`config.mk`:
```
export PLATFORM = sky130hd
export DESIGN_NAME = cds_top
export DESIGN_NICKNAME = d
export VERILOG_FILES = /design/src/cds_pkg.sv /design/src/cds_top.sv /design/src/cds_sync2.sv /design/src/cds_divider.sv
export SDC_FILE = /design/constraint.sdc
export NUM_CORES = 1
export LEC_CHECK = 0
export CAP_MARGIN = 15
export CORE_MARGIN = 3
export CORE_UTILIZATION = 39
export CTS_BUF_LIST = sky130_fd_sc_hd__clkbuf_2
export CTS_CLUSTER_DIAMETER = 40
export DETAILED_ROUTE_END_ITERATION = 8
export DONT_BUFFER_PORTS = 1
export PLACE_DENSITY = 0.61
export RECOVER_POWER = 100
export SYNTH_ARGS = -nofsm -noshare
export SYNTH_HDL_FRONTEND = slang
export SYNTH_SLANG_ARGS = --single-unit
export TNS_END_PERCENT = 5
```
`constraint.sdc`:
```
create_clock -name clk -period 2.12 [get_ports clk]
set_clock_uncertainty 0.15 [all_clocks]
set_input_delay 0.424 -clock clk [delete_from_list [all_inputs] [get_ports clk]]
set_output_delay 0.424 -clock clk [all_outputs]
set_load 0.005 [all_outputs]
```
`src/cds_pkg.sv`:
```
// Shared constants, types and decode for the sample-clock divider and sync block
package cds_pkg;

    // Clock and timing
    localparam int CLK_PERIOD_NS = 40;
    localparam int CLK_HZ = 25_000_000;
    localparam int RESTORER_MIN_HZ = 20_000_000;
    localparam int RELOCK_MIN_NS = 1500;
    localparam int RELOCK_MAX_NS = 5000;
    localparam int RELOCK_CYCLES = (RELOCK_MIN_NS + CLK_PERIOD_NS - 1) / CLK_PERIOD_NS;
    localparam bit RESTORER_SUPPORTED = (CLK_HZ >= RESTORER_MIN_HZ);
    localparam int RELOCK_W = 6;

    // Divider
    localparam int RATIO_MIN = 1;
    localparam int RATIO_MAX = 8;
    localparam int CNT_W = 3;

    // Bus
    localparam int ADDR_W = 9;
    localparam int DATA_W = 32;

    // Register offsets (byte addresses)
    localparam logic [ADDR_W-1:0] SYNC_CONTROL_OFS = 9'h100;
    localparam logic [ADDR_W-1:0] DIV_CONTROL_OFS = 9'h104;
    localparam logic [ADDR_W-1:0] STATUS_OFS = 9'h108;

    // Reset values and writable masks
    localparam logic [7:0] SYNC_CONTROL_RST = 8'h00;
    localparam logic [7:0] SYNC_CONTROL_MASK = 8'h06;
    localparam logic [7:0] DIV_CONTROL_RST = 8'h00;
    localparam logic [7:0] DIV_CONTROL_MASK = 8'h0F;

    // sync_control fields
    localparam int SC_SYNC_EN_BIT = 1;
    localparam int SC_ONE_SHOT_BIT = 2;

    // div_control fields
    localparam int DC_RATIO_LSB = 0;
    localparam int DC_RESTORER_BIT = 3;

    // status fields
    localparam int ST_ARMED_BIT = 0;
    localparam int ST_RESTORER_BIT = 1;
    localparam int ST_LOCKED_BIT = 2;
    localparam int ST_REF_INT_BIT = 3;
    localparam int ST_REF_EXT_BIT = 4;
    localparam int ST_PHASE_LSB = 5;

    typedef enum logic [1:0] {
        CDS_SEL_NONE,
        CDS_SEL_SYNC,
        CDS_SEL_DIV,
        CDS_SEL_STATUS
    } cds_sel_t;

    typedef enum logic [1:0] {
        CDS_RL_IDLE,
        CDS_RL_WAIT,
        CDS_RL_LOCKED
    } cds_relock_t;

    function automatic cds_sel_t cds_decode(input logic [ADDR_W-1:0] addr);
        cds_sel_t sel;
        sel = CDS_SEL_NONE;
        if (addr == SYNC_CONTROL_OFS)
            sel = CDS_SEL_SYNC;
        else if (addr == DIV_CONTROL_OFS)
            sel = CDS_SEL_DIV;
        else if (addr == STATUS_OFS)
            sel = CDS_SEL_STATUS;
        return sel;
    endfunction

endpackage

```
`src/cds_top.sv`:
```
// Sample-clock divider with sync alignment, duty restorer and reference select
//
// Summary of operation
// - Sample clock is divided by any integer ratio from one to eight.
// - sync_control bits one and two pick resync on every pulse or first only.
// - An accepted sync forces the divider back to its initial count.
// - The sync pin passes through a two-flop synchroniser on the sample clock.
// - With the duty restorer on, the conversion clock is regenerated near half duty.
// - The duty restorer is not usable below a twenty megahertz sample clock.
// - Sense near ground selects internal reference; sense at supply selects external.
// - Each sample is taken on the rising edge of the conversion clock.
//
// The Avalon-MM register port was left to the implementer.
`timescale 1ns/100ps
module cds_top
    import cds_pkg::*;
(
    // Clock and reset
    input wire logic clk,
    input wire logic srst,
    // Avalon-MM slave
    input wire logic [ADDR_W-1:0] avs_address,
    input wire logic avs_read,
    input wire logic avs_write,
    input wire logic [DATA_W-1:0] avs_writedata,
    input wire logic [3:0] avs_byteenable,
    output logic [DATA_W-1:0] avs_readdata,
    output logic avs_waitrequest,
    // External sync and reference sense comparators
    input wire logic sync_in,
    input wire logic sense_low,
    input wire logic sense_high,
    // Clock and reference outputs
    output logic conv_clk,
    output logic sample_strobe,
    output logic ref_internal,
    output logic ref_external
);

    typedef struct packed {
        logic [7:0] sync_control;
        logic [7:0] div_control;
        logic armed;
        logic sync_prev;
        logic realign;
        cds_relock_t relock;
        logic [RELOCK_W-1:0] relock_cnt;
        logic waitrequest;
        logic [DATA_W-1:0] readdata;
        logic ref_internal;
        logic ref_external;
    } cds_top_state_t;

    cds_top_state_t st;
    cds_top_state_t next_st;

    logic sync_q;
    logic [CNT_W-1:0] phase;
    logic sync_rise;
    logic sync_en;
    logic one_shot;
    logic accept;
    logic bus_req;
    logic bus_done;
    logic wr_sync;
    logic wr_div;
    logic div_change;
    logic restorer_active;
    logic [7:0] wdata;

    // Sync pin into the sample-clock domain
    cds_sync2 u_sync (
        .clk(clk),
        .srst(srst),
        .d(sync_in),
        .q(sync_q)
    );

    cds_divider u_div (
        .clk(clk),
        .srst(srst),
        .ratio_m1(st.div_control[DC_RATIO_LSB +: CNT_W]),
        .restorer_on(restorer_active),
        .realign(st.realign),
        .conv_clk(conv_clk),
        .sample_strobe(sample_strobe),
        .phase(phase)
    );

    always_comb
    begin
        next_st = st;
        wdata = avs_writedata[7:0];
        sync_rise = sync_q && !st.sync_prev;
        sync_en = st.sync_control[SC_SYNC_EN_BIT];
        one_shot = st.sync_control[SC_ONE_SHOT_BIT];
        // Qualify the edge by mode and one-shot arming
        accept = sync_rise && sync_en && (!one_shot || st.armed);
        bus_req = avs_read || avs_write;
        bus_done = bus_req && !st.waitrequest;
        wr_sync = avs_write && bus_done && avs_byteenable[0]
            && (cds_decode(avs_address) == CDS_SEL_SYNC);
        wr_div = avs_write && bus_done && avs_byteenable[0]
            && (cds_decode(avs_address) == CDS_SEL_DIV);
        div_change = wr_div && ((wdata & DIV_CONTROL_MASK) != st.div_control);
        // Restorer loop only meaningful at or above its minimum rate
        restorer_active = st.div_control[DC_RESTORER_BIT] && RESTORER_SUPPORTED;

        next_st.sync_prev = sync_q;
        next_st.realign = accept;
        if (accept && one_shot)
            next_st.armed = 1'b0;
        // A write rearms even if a sync is accepted in the same cycle
        if (wr_sync)
        begin
            next_st.sync_control = wdata & SYNC_CONTROL_MASK;
            next_st.armed = 1'b1;
        end
        if (wr_div)
            next_st.div_control = wdata & DIV_CONTROL_MASK;

        // Relock tracking after the internal clock rate changes
        case (st.relock)
            CDS_RL_IDLE:
            begin
                next_st.relock_cnt = '0;
                if (restorer_active)
                    next_st.relock = CDS_RL_WAIT;
            end
            CDS_RL_WAIT:
            begin
                if (st.relock_cnt == RELOCK_W'(RELOCK_CYCLES - 1))
                    next_st.relock = CDS_RL_LOCKED;
                else
                    next_st.relock_cnt = st.relock_cnt + 6'h01;
            end
            CDS_RL_LOCKED:
                next_st.relock_cnt = '0;
            default:
            begin
                next_st.relock = CDS_RL_IDLE;
                next_st.relock_cnt = '0;
            end
        endcase
        if (!restorer_active)
        begin
            next_st.relock = CDS_RL_IDLE;
            next_st.relock_cnt = '0;
        end
        else if (div_change)
        begin
            next_st.relock = CDS_RL_WAIT;
            next_st.relock_cnt = '0;
        end

        // One wait cycle per request; read data captured with it
        next_st.waitrequest = !(bus_req && st.waitrequest);
        if (avs_read && st.waitrequest)
        begin
            case (cds_decode(avs_address))
                CDS_SEL_SYNC:
                    next_st.readdata = {24'h000000, st.sync_control};
                CDS_SEL_DIV:
                    next_st.readdata = {24'h000000, st.div_control};
                CDS_SEL_STATUS:
                begin
                    next_st.readdata = 32'h00000000;
                    next_st.readdata[ST_ARMED_BIT] = st.armed;
                    next_st.readdata[ST_RESTORER_BIT] = restorer_active;
                    next_st.readdata[ST_LOCKED_BIT] = (st.relock == CDS_RL_LOCKED);
                    next_st.readdata[ST_REF_INT_BIT] = st.ref_internal;
                    next_st.readdata[ST_REF_EXT_BIT] = st.ref_external;
                    next_st.readdata[ST_PHASE_LSB +: CNT_W] = phase;
                end
                default:
                    next_st.readdata = 32'h00000000;
            endcase
        end

        // Reference mode from the sense comparators
        next_st.ref_internal = sense_low;
        next_st.ref_external = sense_high && !sense_low;
    end

    always_ff @(posedge clk)
    begin
        if (srst)
        begin
            st <= '0;
            st.sync_control <= SYNC_CONTROL_RST;
            st.div_control <= DIV_CONTROL_RST;
            st.relock <= CDS_RL_IDLE;
            st.waitrequest <= 1'b1;
        end
        else
            st <= next_st;
    end

    assign avs_readdata = st.readdata;
    assign avs_waitrequest = st.waitrequest;
    assign ref_internal = st.ref_internal;
    assign ref_external = st.ref_external;

    property p_bus_ack;
        @(posedge clk) disable iff (srst)
        bus_req && avs_waitrequest |=> !avs_waitrequest ##1 avs_waitrequest;
    endproperty
    a_bus_ack: assert property (p_bus_ack)
        else $error("waitrequest did not drop for exactly one cycle");

    property p_write_sync;
        @(posedge clk) disable iff (srst)
        wr_sync |=> st.sync_control == ($past(wdata) & SYNC_CONTROL_MASK) && st.armed;
    endproperty
    a_write_sync: assert property (p_write_sync)
        else $error("sync_control write not stored or one-shot not rearmed");

    property p_accept_realign;
        @(posedge clk) disable iff (srst)
        sync_rise && sync_en && !one_shot |=> st.realign ##1 sample_strobe && phase == 3'h0;
    endproperty
    a_accept_realign: assert property (p_accept_realign)
        else $error("accepted sync did not reset the divider");

    property p_oneshot_disarm;
        @(posedge clk) disable iff (srst)
        accept && one_shot && !wr_sync |=> !st.armed;
    endproperty
    a_oneshot_disarm: assert property (p_oneshot_disarm)
        else $error("one-shot stayed armed after an accepted sync");

    property p_oneshot_ignore;
        @(posedge clk) disable iff (srst)
        sync_rise && one_shot && !st.armed |=> !st.realign;
    endproperty
    a_oneshot_ignore: assert property (p_oneshot_ignore)
        else $error("sync acted while one-shot was disarmed");

    property p_no_sync_when_off;
        @(posedge clk) disable iff (srst)
        !sync_en |=> !st.realign;
    endproperty
    a_no_sync_when_off: assert property (p_no_sync_when_off)
        else $error("divider realigned with sync disabled");

    property p_restorer_gate;
        @(posedge clk) disable iff (srst)
        !st.div_control[DC_RESTORER_BIT] |=> st.relock == CDS_RL_IDLE;
    endproperty
    a_restorer_gate: assert property (p_restorer_gate)
        else $error("relock tracking active with restorer off");

    property p_relock_time;
        @(posedge clk) disable iff (srst)
        $rose(st.relock == CDS_RL_LOCKED)
            |-> $past(st.relock_cnt) == RELOCK_W'(RELOCK_CYCLES - 1);
    endproperty
    a_relock_time: assert property (p_relock_time)
        else $error("restorer reported locked before the relock time");

    property p_ref_select;
        @(posedge clk) disable iff (srst)
        sense_low |=> ref_internal && !ref_external;
    endproperty
    a_ref_select: assert property (p_ref_select)
        else $error("internal reference not selected with sense low");

    property p_ref_external;
        @(posedge clk) disable iff (srst)
        sense_high && !sense_low |=> ref_external && !ref_internal;
    endproperty
    a_ref_external: assert property (p_ref_external)
        else $error("external reference not selected with sense high");

    property p_write_div;
        @(posedge clk) disable iff (srst)
        wr_div |=> st.div_control == ($past(wdata) & DIV_CONTROL_MASK);
    endproperty
    a_write_div: assert property (p_write_div)
        else $error("div_control write not stored");

    property p_relock_restart;
        @(posedge clk) disable iff (srst)
        restorer_active && div_change |=> st.relock == CDS_RL_WAIT && st.relock_cnt == '0;
    endproperty
    a_relock_restart: assert property (p_relock_restart)
        else $error("relock wait not restarted after a divider change");

    property p_oneshot_accept;
        @(posedge clk) disable iff (srst)
        accept && one_shot |=> st.realign ##1 sample_strobe && phase == 3'h0;
    endproperty
    a_oneshot_accept: assert property (p_oneshot_accept)
        else $error("first sync in one-shot mode did not reset the divider");

    property p_readdata_hold;
        @(posedge clk) disable iff (srst)
        !(avs_read && avs_waitrequest) |=> $stable(avs_readdata);
    endproperty
    a_readdata_hold: assert property (p_readdata_hold)
        else $error("read data changed without a captured read");

    property p_idle_wait;
        @(posedge clk) disable iff (srst)
        !bus_req |=> avs_waitrequest;
    endproperty
    a_idle_wait: assert property (p_idle_wait)
        else $error("waitrequest low without a request");

    c_oneshot_accept: cover property (@(posedge clk) disable iff (srst) accept && one_shot);
    c_every_accept: cover property (@(posedge clk) disable iff (srst) accept && !one_shot);
    c_relocked: cover property (@(posedge clk) disable iff (srst)
        $rose(st.relock == CDS_RL_LOCKED));
    c_status_read: cover property (@(posedge clk) disable iff (srst)
        avs_read && !avs_waitrequest && cds_decode(avs_address) == CDS_SEL_STATUS);

endmodule

```
`src/cds_sync2.sv`:
```
// Two-flop synchroniser for the external sync input
`timescale 1ns/100ps
module cds_sync2
    import cds_pkg::*;
(
    // Clock and reset
    input wire logic clk,
    input wire logic srst,
    // Data
    input wire logic d,
    output logic q
);

    typedef struct packed {
        logic s1;
        logic s2;
    } cds_sync_state_t;

    cds_sync_state_t st;
    cds_sync_state_t next_st;

    always_comb
    begin
        next_st.s1 = d;
        next_st.s2 = st.s1;
    end

    always_ff @(posedge clk)
    begin
        if (srst)
            st <= '0;
        else
            st <= next_st;
    end

    assign q = st.s2;

    property p_sync_latency;
        @(posedge clk) disable iff (srst)
        !$past(srst) && !$past(srst, 2) |-> q == $past(d, 2);
    endproperty
    a_sync_latency: assert property (p_sync_latency)
        else $error("sync output is not the input delayed by two cycles");

endmodule

```
`src/cds_divider.sv`:
```
// Integer divider producing the conversion clock and sample strobe
`timescale 1ns/100ps
module cds_divider
    import cds_pkg::*;
(
    // Clock and reset
    input wire logic clk,
    input wire logic srst,
    // Control
    input wire logic [CNT_W-1:0] ratio_m1,
    input wire logic restorer_on,
    input wire logic realign,
    // Outputs
    output logic conv_clk,
    output logic sample_strobe,
    output logic [CNT_W-1:0] phase
);

    typedef struct packed {
        logic [CNT_W-1:0] count;
        logic conv_clk;
        logic strobe;
    } cds_div_state_t;

    cds_div_state_t st;
    cds_div_state_t next_st;
    logic [CNT_W:0] ratio;
    logic [CNT_W:0] high_len;

    always_comb
    begin
        next_st = st;
        ratio = {1'b0, ratio_m1} + 4'h1;
        // Restorer: high for half the period rounded down (at least one cycle), else a one-cycle pulse
        high_len = restorer_on ? (ratio >> 1) : 4'h1;
        if (high_len == 4'h0)
            high_len = 4'h1;
        if (realign)
            next_st.count = '0;
        else if (st.count >= ratio_m1)
            next_st.count = '0;
        else
            next_st.count = st.count + 3'h1;
        next_st.conv_clk = ({1'b0, next_st.count} < high_len);
        next_st.strobe = (next_st.count == 3'h0);
    end

    always_ff @(posedge clk)
    begin
        if (srst)
            st <= '0;
        else
            st <= next_st;
    end

    assign conv_clk = st.conv_clk;
    assign sample_strobe = st.strobe;
    assign phase = st.count;

    // Helper: strobe spacing tracking
    logic [CNT_W:0] gap;
    logic disturbed;
    logic seen;
    logic [CNT_W-1:0] ratio_q;

    always_ff @(posedge clk)
    begin
        if (srst)
        begin
            gap <= '0;
            disturbed <= 1'b1;
            seen <= 1'b0;
            ratio_q <= '0;
        end
        else
        begin
            ratio_q <= ratio_m1;
            if (st.strobe)
            begin
                gap <= '0;
                seen <= 1'b1;
                disturbed <= realign || (ratio_m1 != ratio_q);
            end
            else
            begin
                gap <= gap + 4'h1;
                disturbed <= disturbed || realign || (ratio_m1 != ratio_q);
            end
        end
    end

    property p_period;
        @(posedge clk) disable iff (srst)
        sample_strobe && seen && !disturbed |-> gap == {1'b0, $past(ratio_m1)};
    endproperty
    a_period: assert property (p_period)
        else $error("sample strobe spacing differs from the divide ratio");

    property p_realign;
        @(posedge clk) disable iff (srst)
        realign |=> sample_strobe && phase == 3'h0;
    endproperty
    a_realign: assert property (p_realign)
        else $error("divider not at its initial state after realign");

    property p_duty_div2;
        @(posedge clk) disable iff (srst)
        (restorer_on && ratio_m1 == 3'h1 && !realign) [*3] |-> conv_clk != $past(conv_clk);
    endproperty
    a_duty_div2: assert property (p_duty_div2)
        else $error("restored clock does not toggle each cycle at divide by two");

    property p_strobe_rise;
        @(posedge clk) disable iff (srst)
        sample_strobe |-> conv_clk;
    endproperty
    a_strobe_rise: assert property (p_strobe_rise)
        else $error("sample strobe outside the high phase of the conversion clock");

endmodule

```
Word level (Yosys, flattened, before mapping)
Index checks and enable logic that the tools add are counted.
- bits in registers: 59
- bits in latches: 0
- memory bits (writable): 0
- bits in read-only memories: 0
- bits of input ports: 52
- output and inout port bits: 37
- word-level logic and storage cells: 85
- memories: 0
- $add $sub $neg: 3
- multipliers: 0
- div/mod/pow operators: 0
- order comparisons: 2
- eq/ne operators: 15
- shift operators: 0
- mux-type cells: 16
- bitwise operators: 3
- reductions and logical operators: 29
- operator list (cell ; number):
    $eq 9x9->1 const B ; 3
    $pmux 8 s3 ; 1
    $logic_and 1x1->1 ; 13
    $mux 3 ; 4
    $mux 6 ; 2
    $mux 2 ; 5
    $eq 2x2->1 const B ; 4
    $mux 7 ; 1
    $add 6x1->6 const B ; 1
    $eq 2x1->1 const B ; 3
    $eq 6x6->1 const B ; 1
    $pmux 2 s3 ; 1
    $logic_not 1->1 ; 5
    $add 3x1->4 const B ; 1
    $logic_not 4->1 ; 1
    $lt 3x4->1 ; 1
    $ne 2x2->1 const B ; 2
    $ne 4x4->1 ; 1
    $reduce_and 2->1 ; 2
    $reduce_or 4->1 ; 1
    $add 3x1->3 const B ; 1
    $ge 3x3->1 ; 1
    $logic_not 3->1 ; 1
    $ne 3x3->1 const B ; 1
    7 further kinds ; 11

Depth between registers and ports, before layout
Gate-level depths: netlist of the first run.
- depth in word-level cells: 9
- mapped depth: 8

Modules after synthesis
A second synthesis of the first run with hierarchy kept.
- cell total of the unflattened synthesis: 210
- area total of the unflattened synthesis: 1935.6 µm²
- modules (own cells, without submodules) (module ; times used ; cells an instance ; area an instance (µm²) ; seq. area each (µm²)):
    cds_top ; 1 ; 166 ; 1527.7 ; 560.5
    cds_divider ; 1 ; 40 ; 355.3 ; 100.1
    cds_sync2 ; 1 ; 4 ; 52.6 ; 40.0

Least setup slack after synthesis of the first run
Ideal clock, no wire load.
- path type: register to register
- from: register st[48] in the netlist's numbering
- to: register u_div.st (netlist bit u_div.conv_clk)
- library setup time: 0.074 ns
- arrival time: 1.894 ns
- setup slack: 0.002 ns
- stages on the path, launching flop included: 9
- path buffers: 0
- clock period less this slack: 2.118 ns
- path through: dfxtp_1 inv_1 ha_1 a211oi_1 o21ai_1 nor2_1 ha_1 a211o_1 a31oi_1
- RTL lines (what ; RTL line ; source):
    start, declared ; cds_top.sv:54 ; cds_top_state_t st;
    start signal, assigned ; cds_top.sv:196 ; st <= next_st;
    end signal, assigned ; cds_divider.sv:53 ; st <= next_st;
    end, declared ; cds_divider.sv:25 ; cds_div_state_t st;

==> results of run 1 <==
layer usage:
layer | part of all wire | vias to the layer above | GRT usage
met1 | 0.50 | 609 | 0.166
met5 | 0 | - | 0
met4 | 0.0078 | 0 | 0.0466
li1 | - | 671 | -
met3 | 0.078 | 4 | 0.0646
met2 | 0.42 | 46 | 0.192
where the power goes:
| group | leakage [nW] | switching (mW) | total (mW) | internal [mW] |
|---|---|---|---|---|
| Clock | 0.0262 | 0.216 | 0.286 | 0.0698 |
| Sequential | 0.285 | 0.00676 | 0.675 | 0.669 |
| Combinational | 0.502 | 0.0349 | 0.0592 | 0.0243 |
| Total | 0.813 | 0.258 | 1.02 | 0.763 |
sequential cells by signal, summed over array words and instances, names as in the netlist:
| signal | flops |
|---|---|
| avs_waitrequest | 1 |
| st | 15 |
| restorer_active | 1 |
| ref_external | 1 |
| u_sync.q | 1 |
| ref_internal | 1 |
| u_div.phase | 3 |
| avs_readdata | 8 |
| u_div.conv_clk | 1 |
| u_sync.next_st | 1 |
| one_shot | 1 |
| u_div.sample_strobe | 1 |
path summary, 6_finish.rpt:
check / slack (ns) / from / end / cells after the start
worst max register to register: 0.11 / st[48] / u_div.conv_clk / 8
worst max-delay path: 0.11 / st[48] / u_div.conv_clk / 8
worst min register to register: 0.31 / u_sync.next_st[0] / u_sync.q / 1
worst min-delay path: 0.03 / avs_writedata[2] / one_shot / 2
placed cells by master, fill, tap and decap left out, types with 2 or more instances in the layout:
master,n
nor3_1,5
a21oi_1,11
conb_1,24
and4_1,2
clkbuf_2,5
nand3b_1,3
dfxtp_1,34
a221oi_1,2
inv_1,9
o211ai_1,2
mux2i_1,7
nor3b_1,2
xnor2_1,3
nor2b_1,10
nand3_1,7
ha_1,8
o21ai_0,6
nand4_1,3
nand2b_1,2
nor2_1,18
a31oi_1,2
buf_4,5
xor2_1,8
nand2_1,10
dlygate4sd3_1,7
through the flow:
stage / total power, mW / setup slack, ns / utilization / instances / area, sq um
floorplan: 0.765 / 0.00215 / - / 233 / 1970
global placement: 0.731 / 0.0502 / 0.402 / 253 / 1810
detailed placement: 0.732 / 0.0243 / 0.402 / 253 / 1810
CTS: 1.03 / 0.0169 / 0.419 / 264 / 1890
global route: 1.08 / 0.00827 / 0.426 / 267 / 1920
finish: 1.02 / 0.108 / 0.426 / 267 / 1920
cell type report:
type / count / area (sq um)
fill: 467 / 2580
clock inverter: 2 / 8.76
inverter: 9 / 33.8
timing repair buffer: 12 / 108
tap: 52 / 65.1
sequential: 35 / 702
clock buffer: 5 / 25.0
multi-input combinational: 152 / 977
cell families after synthesis:
kind of cell	synth area share
other cells	0.00199
xor+xnor	0.0511
simple gates	0.225
flops	0.372
compound gates	0.0949
mux	0.0372
buf+inv	0.158
fa+ha+maj	0.0598
synth_stat cells (all sizes together) (4+ instances only):
| cell | instances |
|---|---|
| nand2 | 10 |
| nor3 | 5 |
| ha | 9 |
| dfxtp | 35 |
| a21oi | 11 |
| inv | 9 |
| xor2 | 8 |
| buf | 34 |
| o21ai | 7 |
| nand4 | 4 |
| nand3 | 7 |
| nor2b | 10 |
| mux2i | 7 |
| nor2 | 18 |
timing repair:
item / 4_1_cts / 5_1_grt
pin swaps: 0 / 1
endpoints found under the setup margin: 1 / 1
endpoints found under the hold margin: 23 / 3
hold buffers: 4 / 3
gates resized for setup: 2 / 1
==> results.md, run 1 <==
- Run status: finished, final reports clean
- Die extent in x: 75.5 um
- CP max-delay cell: dfxtp_2
- Area added between synthesis and finish: 1.86%
- Setup crit start kind: flop
- RSZ-0062 raised after global routing: no
- Max-slew violation count: 0
- TritonCTS clock tree: yes
- Mean Syn Cell Area: 8.97 sq um
- Setup TNS: 0 ns
- Layout cells sized above 1: 0.0930
- Setup Buffers After CTS: 0
- First-pass GRT wire length: 5.48 mm
- Synth warn: 0
- Relative slew slack: 0.435
- Setup violators final: 0
- CTS root buf: clkbuf_2
- Synth area leaders: dfxtp_1 (37%), buf_4 (13%), ha_1 (6.0%)
- GPL Wtd Cong: 0.748
- Max Buffers Root-to-Sink: 2
- Total number of vias: 1330
- Synth Flop Type: dfxtp_1
- Critical Path Fanout Max: 2
- HPWL Detailed: 2.52 mm
- Initial antenna violation count: 0
- WP data required: 2.28 ns
- Grt total ovfl: 0
- Cell count after synthesis: 210
- Largest net degree at the start of global routing: 23
- DRC: 0
- Critical path arrival: 2.17 ns
- Chip height: 75.5 um
- Family with the most delay on the worst path: compound AO/OA/AOI/OAI gates
- Ys async rst share: 0
- Vias in the first global route: 1223
- Worst VDD drop: 231 uV
- Worst Max-Slew Pin Slew: 0.845 ns
- H-tree levels: 2
- CP cell instances: inv_1, ha_4, a211oi_2, o21ai_1, nor2_1, ha_1, a211o_1, a31oi_1
- LEAKAGE: 0.813 nW
- Area leader, netlist: dfxtp_1
- Ant. Diodes: 0
- Power Density: 532 nW/um^2
- Total Die Area: 5700 sq um
- Vias per inst: 4.98
- Post-Route WL: 3.45 mm
- Final period utilization: 0.949
- Nets: 276
- CP max stage delay: 0.36 ns
- Number of synthesized flops with an enable pin: 0
- Syn Std Cell Area: 1880 sq um
- Drt first pass iters: 4
- DR WL/cell: 12.9 um
- Seq/Total Area, Yosys: 0.372
- 1st-iter DRT viols: 66
- Core Area: 4500 sq um
- Hold Crit Class: in -> reg
- Worst-path clk slew: 0.18 ns
- Starting Density: 0.418
- Skew-Pair Late Insertion Delay: 0.37 ns
- IO Pins: 89
- Final Hold Fails: 0
- Yosys cell types: 41
- Total GRT Usage: 0.131
- Port Buffers: 0
- Total of max-cap violations: 0
- DRT antenna net count: 0
- Row cnt: 24
- Final min period: 2.01 ns
- Synthesis-stage register bit count: 35
- Critical path endpoint category: flop
- CTS buffer count: 5
- Clock sink count: 35
- Max Freq: 0.497 GHz
- Critical path class: reg -> reg
- Synth top area share: 0.372
- Worst path bufs/invs: 1
- Hold_ws: 0.0339 ns
Note: power is estimated with default switching activity, not from simulation.
==> inputs of run 2 (changes only) <==
- ABC_AREA: default -> 1
- REMOVE_ABC_BUFFERS: default -> 1
==> run 2 against run 1 <==
Against the previous run:
- power increased by 18%
- global-route usage fell by 0.13 points
- register-to-register slack improved by 0.06 ns
- die area up 5.4%
- clock-buffer cell count did not move
- critical path depth grew 2
- synthesized cell count is 22% higher
- final cell count increased by 23%
- critical endpoint unchanged
==> results.md, run 2 <==
- Run status: finished, final reports clean (unchanged)
- Largest reg by FF count: st (unchanged)
- Mean Syn Cell Area: 7.77 sq um (was 8.97 sq um)
- Final period utilization: 0.920 (was 0.949)
- Total Die Area: 6010 sq um (was 5700 sq um)
- Clock sink count: 35 (unchanged)
- Ys async rst share: 0 (unchanged)
- Worst VDD drop: 333 uV (was 231 uV)
- DRT antenna net count: 0 (unchanged)
- Drt first pass iters: 4 (unchanged)
- Row cnt: 25 (was 24)
- Relative slew slack: 0.603 (was 0.435)
- Core Area: 4850 sq um (was 4500 sq um)
- Vias in the first global route: 1354 (was 1223)
- 1st-iter DRT viols: 80 (was 66)
- Cell Count, Final, Fillers Out: 329 (was 267)
- Max Buffers Root-to-Sink: 2 (unchanged)
- First-pass GRT wire length: 6.13 mm (was 5.48 mm)
- Synth area leaders: dfxtp_1 (35%), buf_4 (12%), nand2_1 (5.8%) (was dfxtp_1 (37%), buf_4 (13%), ha_1 (6.0%))
- CTS root buf: clkbuf_2 (unchanged)
- Starting Density: 0.412 (was 0.418)
- TritonCTS clock tree: yes (unchanged)
- Total number of vias: 1511 (was 1330)
- Number of synthesized flops with an enable pin: 0 (unchanged)
- Chip height: 77.5 um (was 75.5 um)
- Synthesis-stage register bit count: 35 (unchanged)
- Total of max-cap violations: 0 (unchanged)
- Initial antenna violation count: 0 (unchanged)
- Seq/Total Area, Yosys: 0.351 (was 0.372)
- Most common cell in the netlist: dfxtp_1 (unchanged)
- Place WS: 0.154 ns (was 0.0243 ns)
- Layout cells sized above 1: 0.141 (was 0.0930)
- Setup TNS: 0 ns (unchanged)
- DRC: 0 (unchanged)
- Final core utilization: 0.423 (was 0.426)
- Critical path arrival: 2.13 ns (was 2.17 ns)
- Hold_ws: 0.0206 ns (was 0.0339 ns)
- Dpl cells: 313 (was 253)
- Largest net degree at the start of global routing: 16 (was 23)
- Worst-path clk slew: 0.20 ns (was 0.18 ns)
- Synth warn: 0 (unchanged)
- Setup violators final: 0 (unchanged)
- Grt total ovfl: 0 (unchanged)
- IO Pins: 89 (unchanged)
- Final min period: 1.95 ns (was 2.01 ns)
- Post-Route WL: 3.62 mm (was 3.45 mm)
- DR WL/cell: 11.0 um (was 12.9 um)
- H-tree levels: 2 (unchanged)
- GPL Wtd Cong: 0.797 (was 0.748)
- Area leader, netlist: dfxtp_1 (unchanged)
- Critical path endpoint category: flop (unchanged)
- Critical Path Fanout Max: 3 (was 2)
- Skew-Pair Late Insertion Delay: 0.40 ns (was 0.37 ns)
- Nets: 322 (was 276)
- HPWL Detailed: 2.64 mm (was 2.52 mm)
- Die extent in x: 77.5 um (was 75.5 um)
- CTS buffer count: 5 (unchanged)
- Ant. Diodes: 0 (unchanged)
- Cell count after synthesis: 257 (was 210)
- Synth Flop Type: dfxtp_1 (unchanged)
- Max FFs per register: 15 (unchanged)
- Syn Std Cell Area: 2000 sq um (was 1880 sq um)
- Setup crit start kind: flop (unchanged)
- Hold Crit Class: in -> reg (unchanged)
- WP data required: 2.30 ns (was 2.28 ns)
- Vias per inst: 4.59 (was 4.98)
- LEAKAGE: 0.895 nW (was 0.813 nW)
- Commonest non-fill, non-tap cells in the layout: nand2_1 (33), dfxtp_1 (33), inv_1 (30) (was dfxtp_1 (34), conb_1 (24), nor2_1 (18))
- Total GRT Usage: 0.129 (was 0.131)
- Max-slew violation count: 0 (unchanged)
- Synth top area share: 0.351 (was 0.372)
- Power Density: 586 nW/um^2 (was 532 nW/um^2)
- Worst Max-Slew Pin Slew: 0.593 ns (was 0.845 ns)
- Top cells by count, synth: dfxtp_1 (35), buf_4 (32), nand2_1 (31) (was dfxtp_1 (35), buf_4 (33), nor2_1 (18))
- Final Hold Fails: 0 (unchanged)
- Critical path class: reg -> reg (unchanged)
- Max Freq: 0.513 GHz (was 0.497 GHz)
- Port Buffers: 0 (unchanged)
- Area added between synthesis and finish: 2.76% (was 1.86%)
- Setup ws final: 0.170 ns (was 0.108 ns)
- Yosys cell types: 32 (was 41)
## run 2: what timing repair did
action	4_1_cts	5_1_grt
gates resized for setup	0	5
buffers inserted	0	1
endpoints found under the setup margin	0	1
hold endpoints to repair	17	0
hold buffers	7	0
## run 2: where the power goes
| part | switching (mW) | internal (mW) | leakage [nW] |
|---|---|---|---|
| clock | 0.242 | 0.200 | 0.0429 |
| combinational | 0.0490 | 0.0267 | 0.566 |
| sequential | 0.0100 | 0.674 | 0.286 |
| total | 0.301 | 0.901 | 0.895 |
## run 2: cell families (layout without fill, tap and decap cells)
logic type | after synthesis | after routing | synth area share
AO/OA/AOI/OAI | 37 | 37 | 0.107
XOR/XNOR | 8 | 8 | 0.0351
adder cells (fa/ha/maj) | 9 | 9 | 0.0564
buffers and inverters | 69 | 51 | 0.192
flip-flops | 35 | 35 | 0.351
other | 1 | 24 | 0.00188
AND/OR/NAND/NOR | 98 | 98 | 0.256
## run 2: worst paths after layout
path / startpoint / endpoint / slack (ns) / cells past startpoint
max: st[47] / u_div.conv_clk / 0.17 / 10
min: avs_writedata[2] / one_shot / 0.02 / 2
max reg2reg: st[47] / u_div.conv_clk / 0.17 / 10
min reg2reg: u_sync.next_st[0] / u_sync.q / 0.26 / 2
## run 2: per-stage QoR
| step | instance area, sq um | total power, mW |
|---|---|---|
| after floorplan | 1820 | 0.750 |
| after global placement | 1920 | 0.760 |
| after detailed placement | 1920 | 0.760 |
| after CTS | 2060 | 1.22 |
| after global routing | 2050 | 1.26 |
| final | 2050 | 1.20 |
## run 2: worst max-delay path: stages, from the launching register on
cell	delay, ns
dfxtp_1	0.38
inv_1	0.06
ha_1	0.30
nand3_1	0.11
nand3_1	0.12
nor2_2	0.05
nand2_1	0.11
inv_1	0.06
ha_1	0.17
or2_2	0.28
a21oi_1	0.10
## run 2: final cells by class
class,instances,area (sq um)
clock buffers,5,25.0
fillers,514,2800
flip-flops and latches,35,703
clock inverters,3,43.8
inverters,33,125
multi-input cells,176,977
well taps,67,83.8
repair buffers,10,92.6
## run 2: layer usage
metal,up-vias,track usage,share of wire
li1,769,-,-
met1,674,0.153,0.43
met2,60,0.212,0.45
met3,8,0.0476,0.095
met4,0,0.0534,0.019
met5,-,0,0
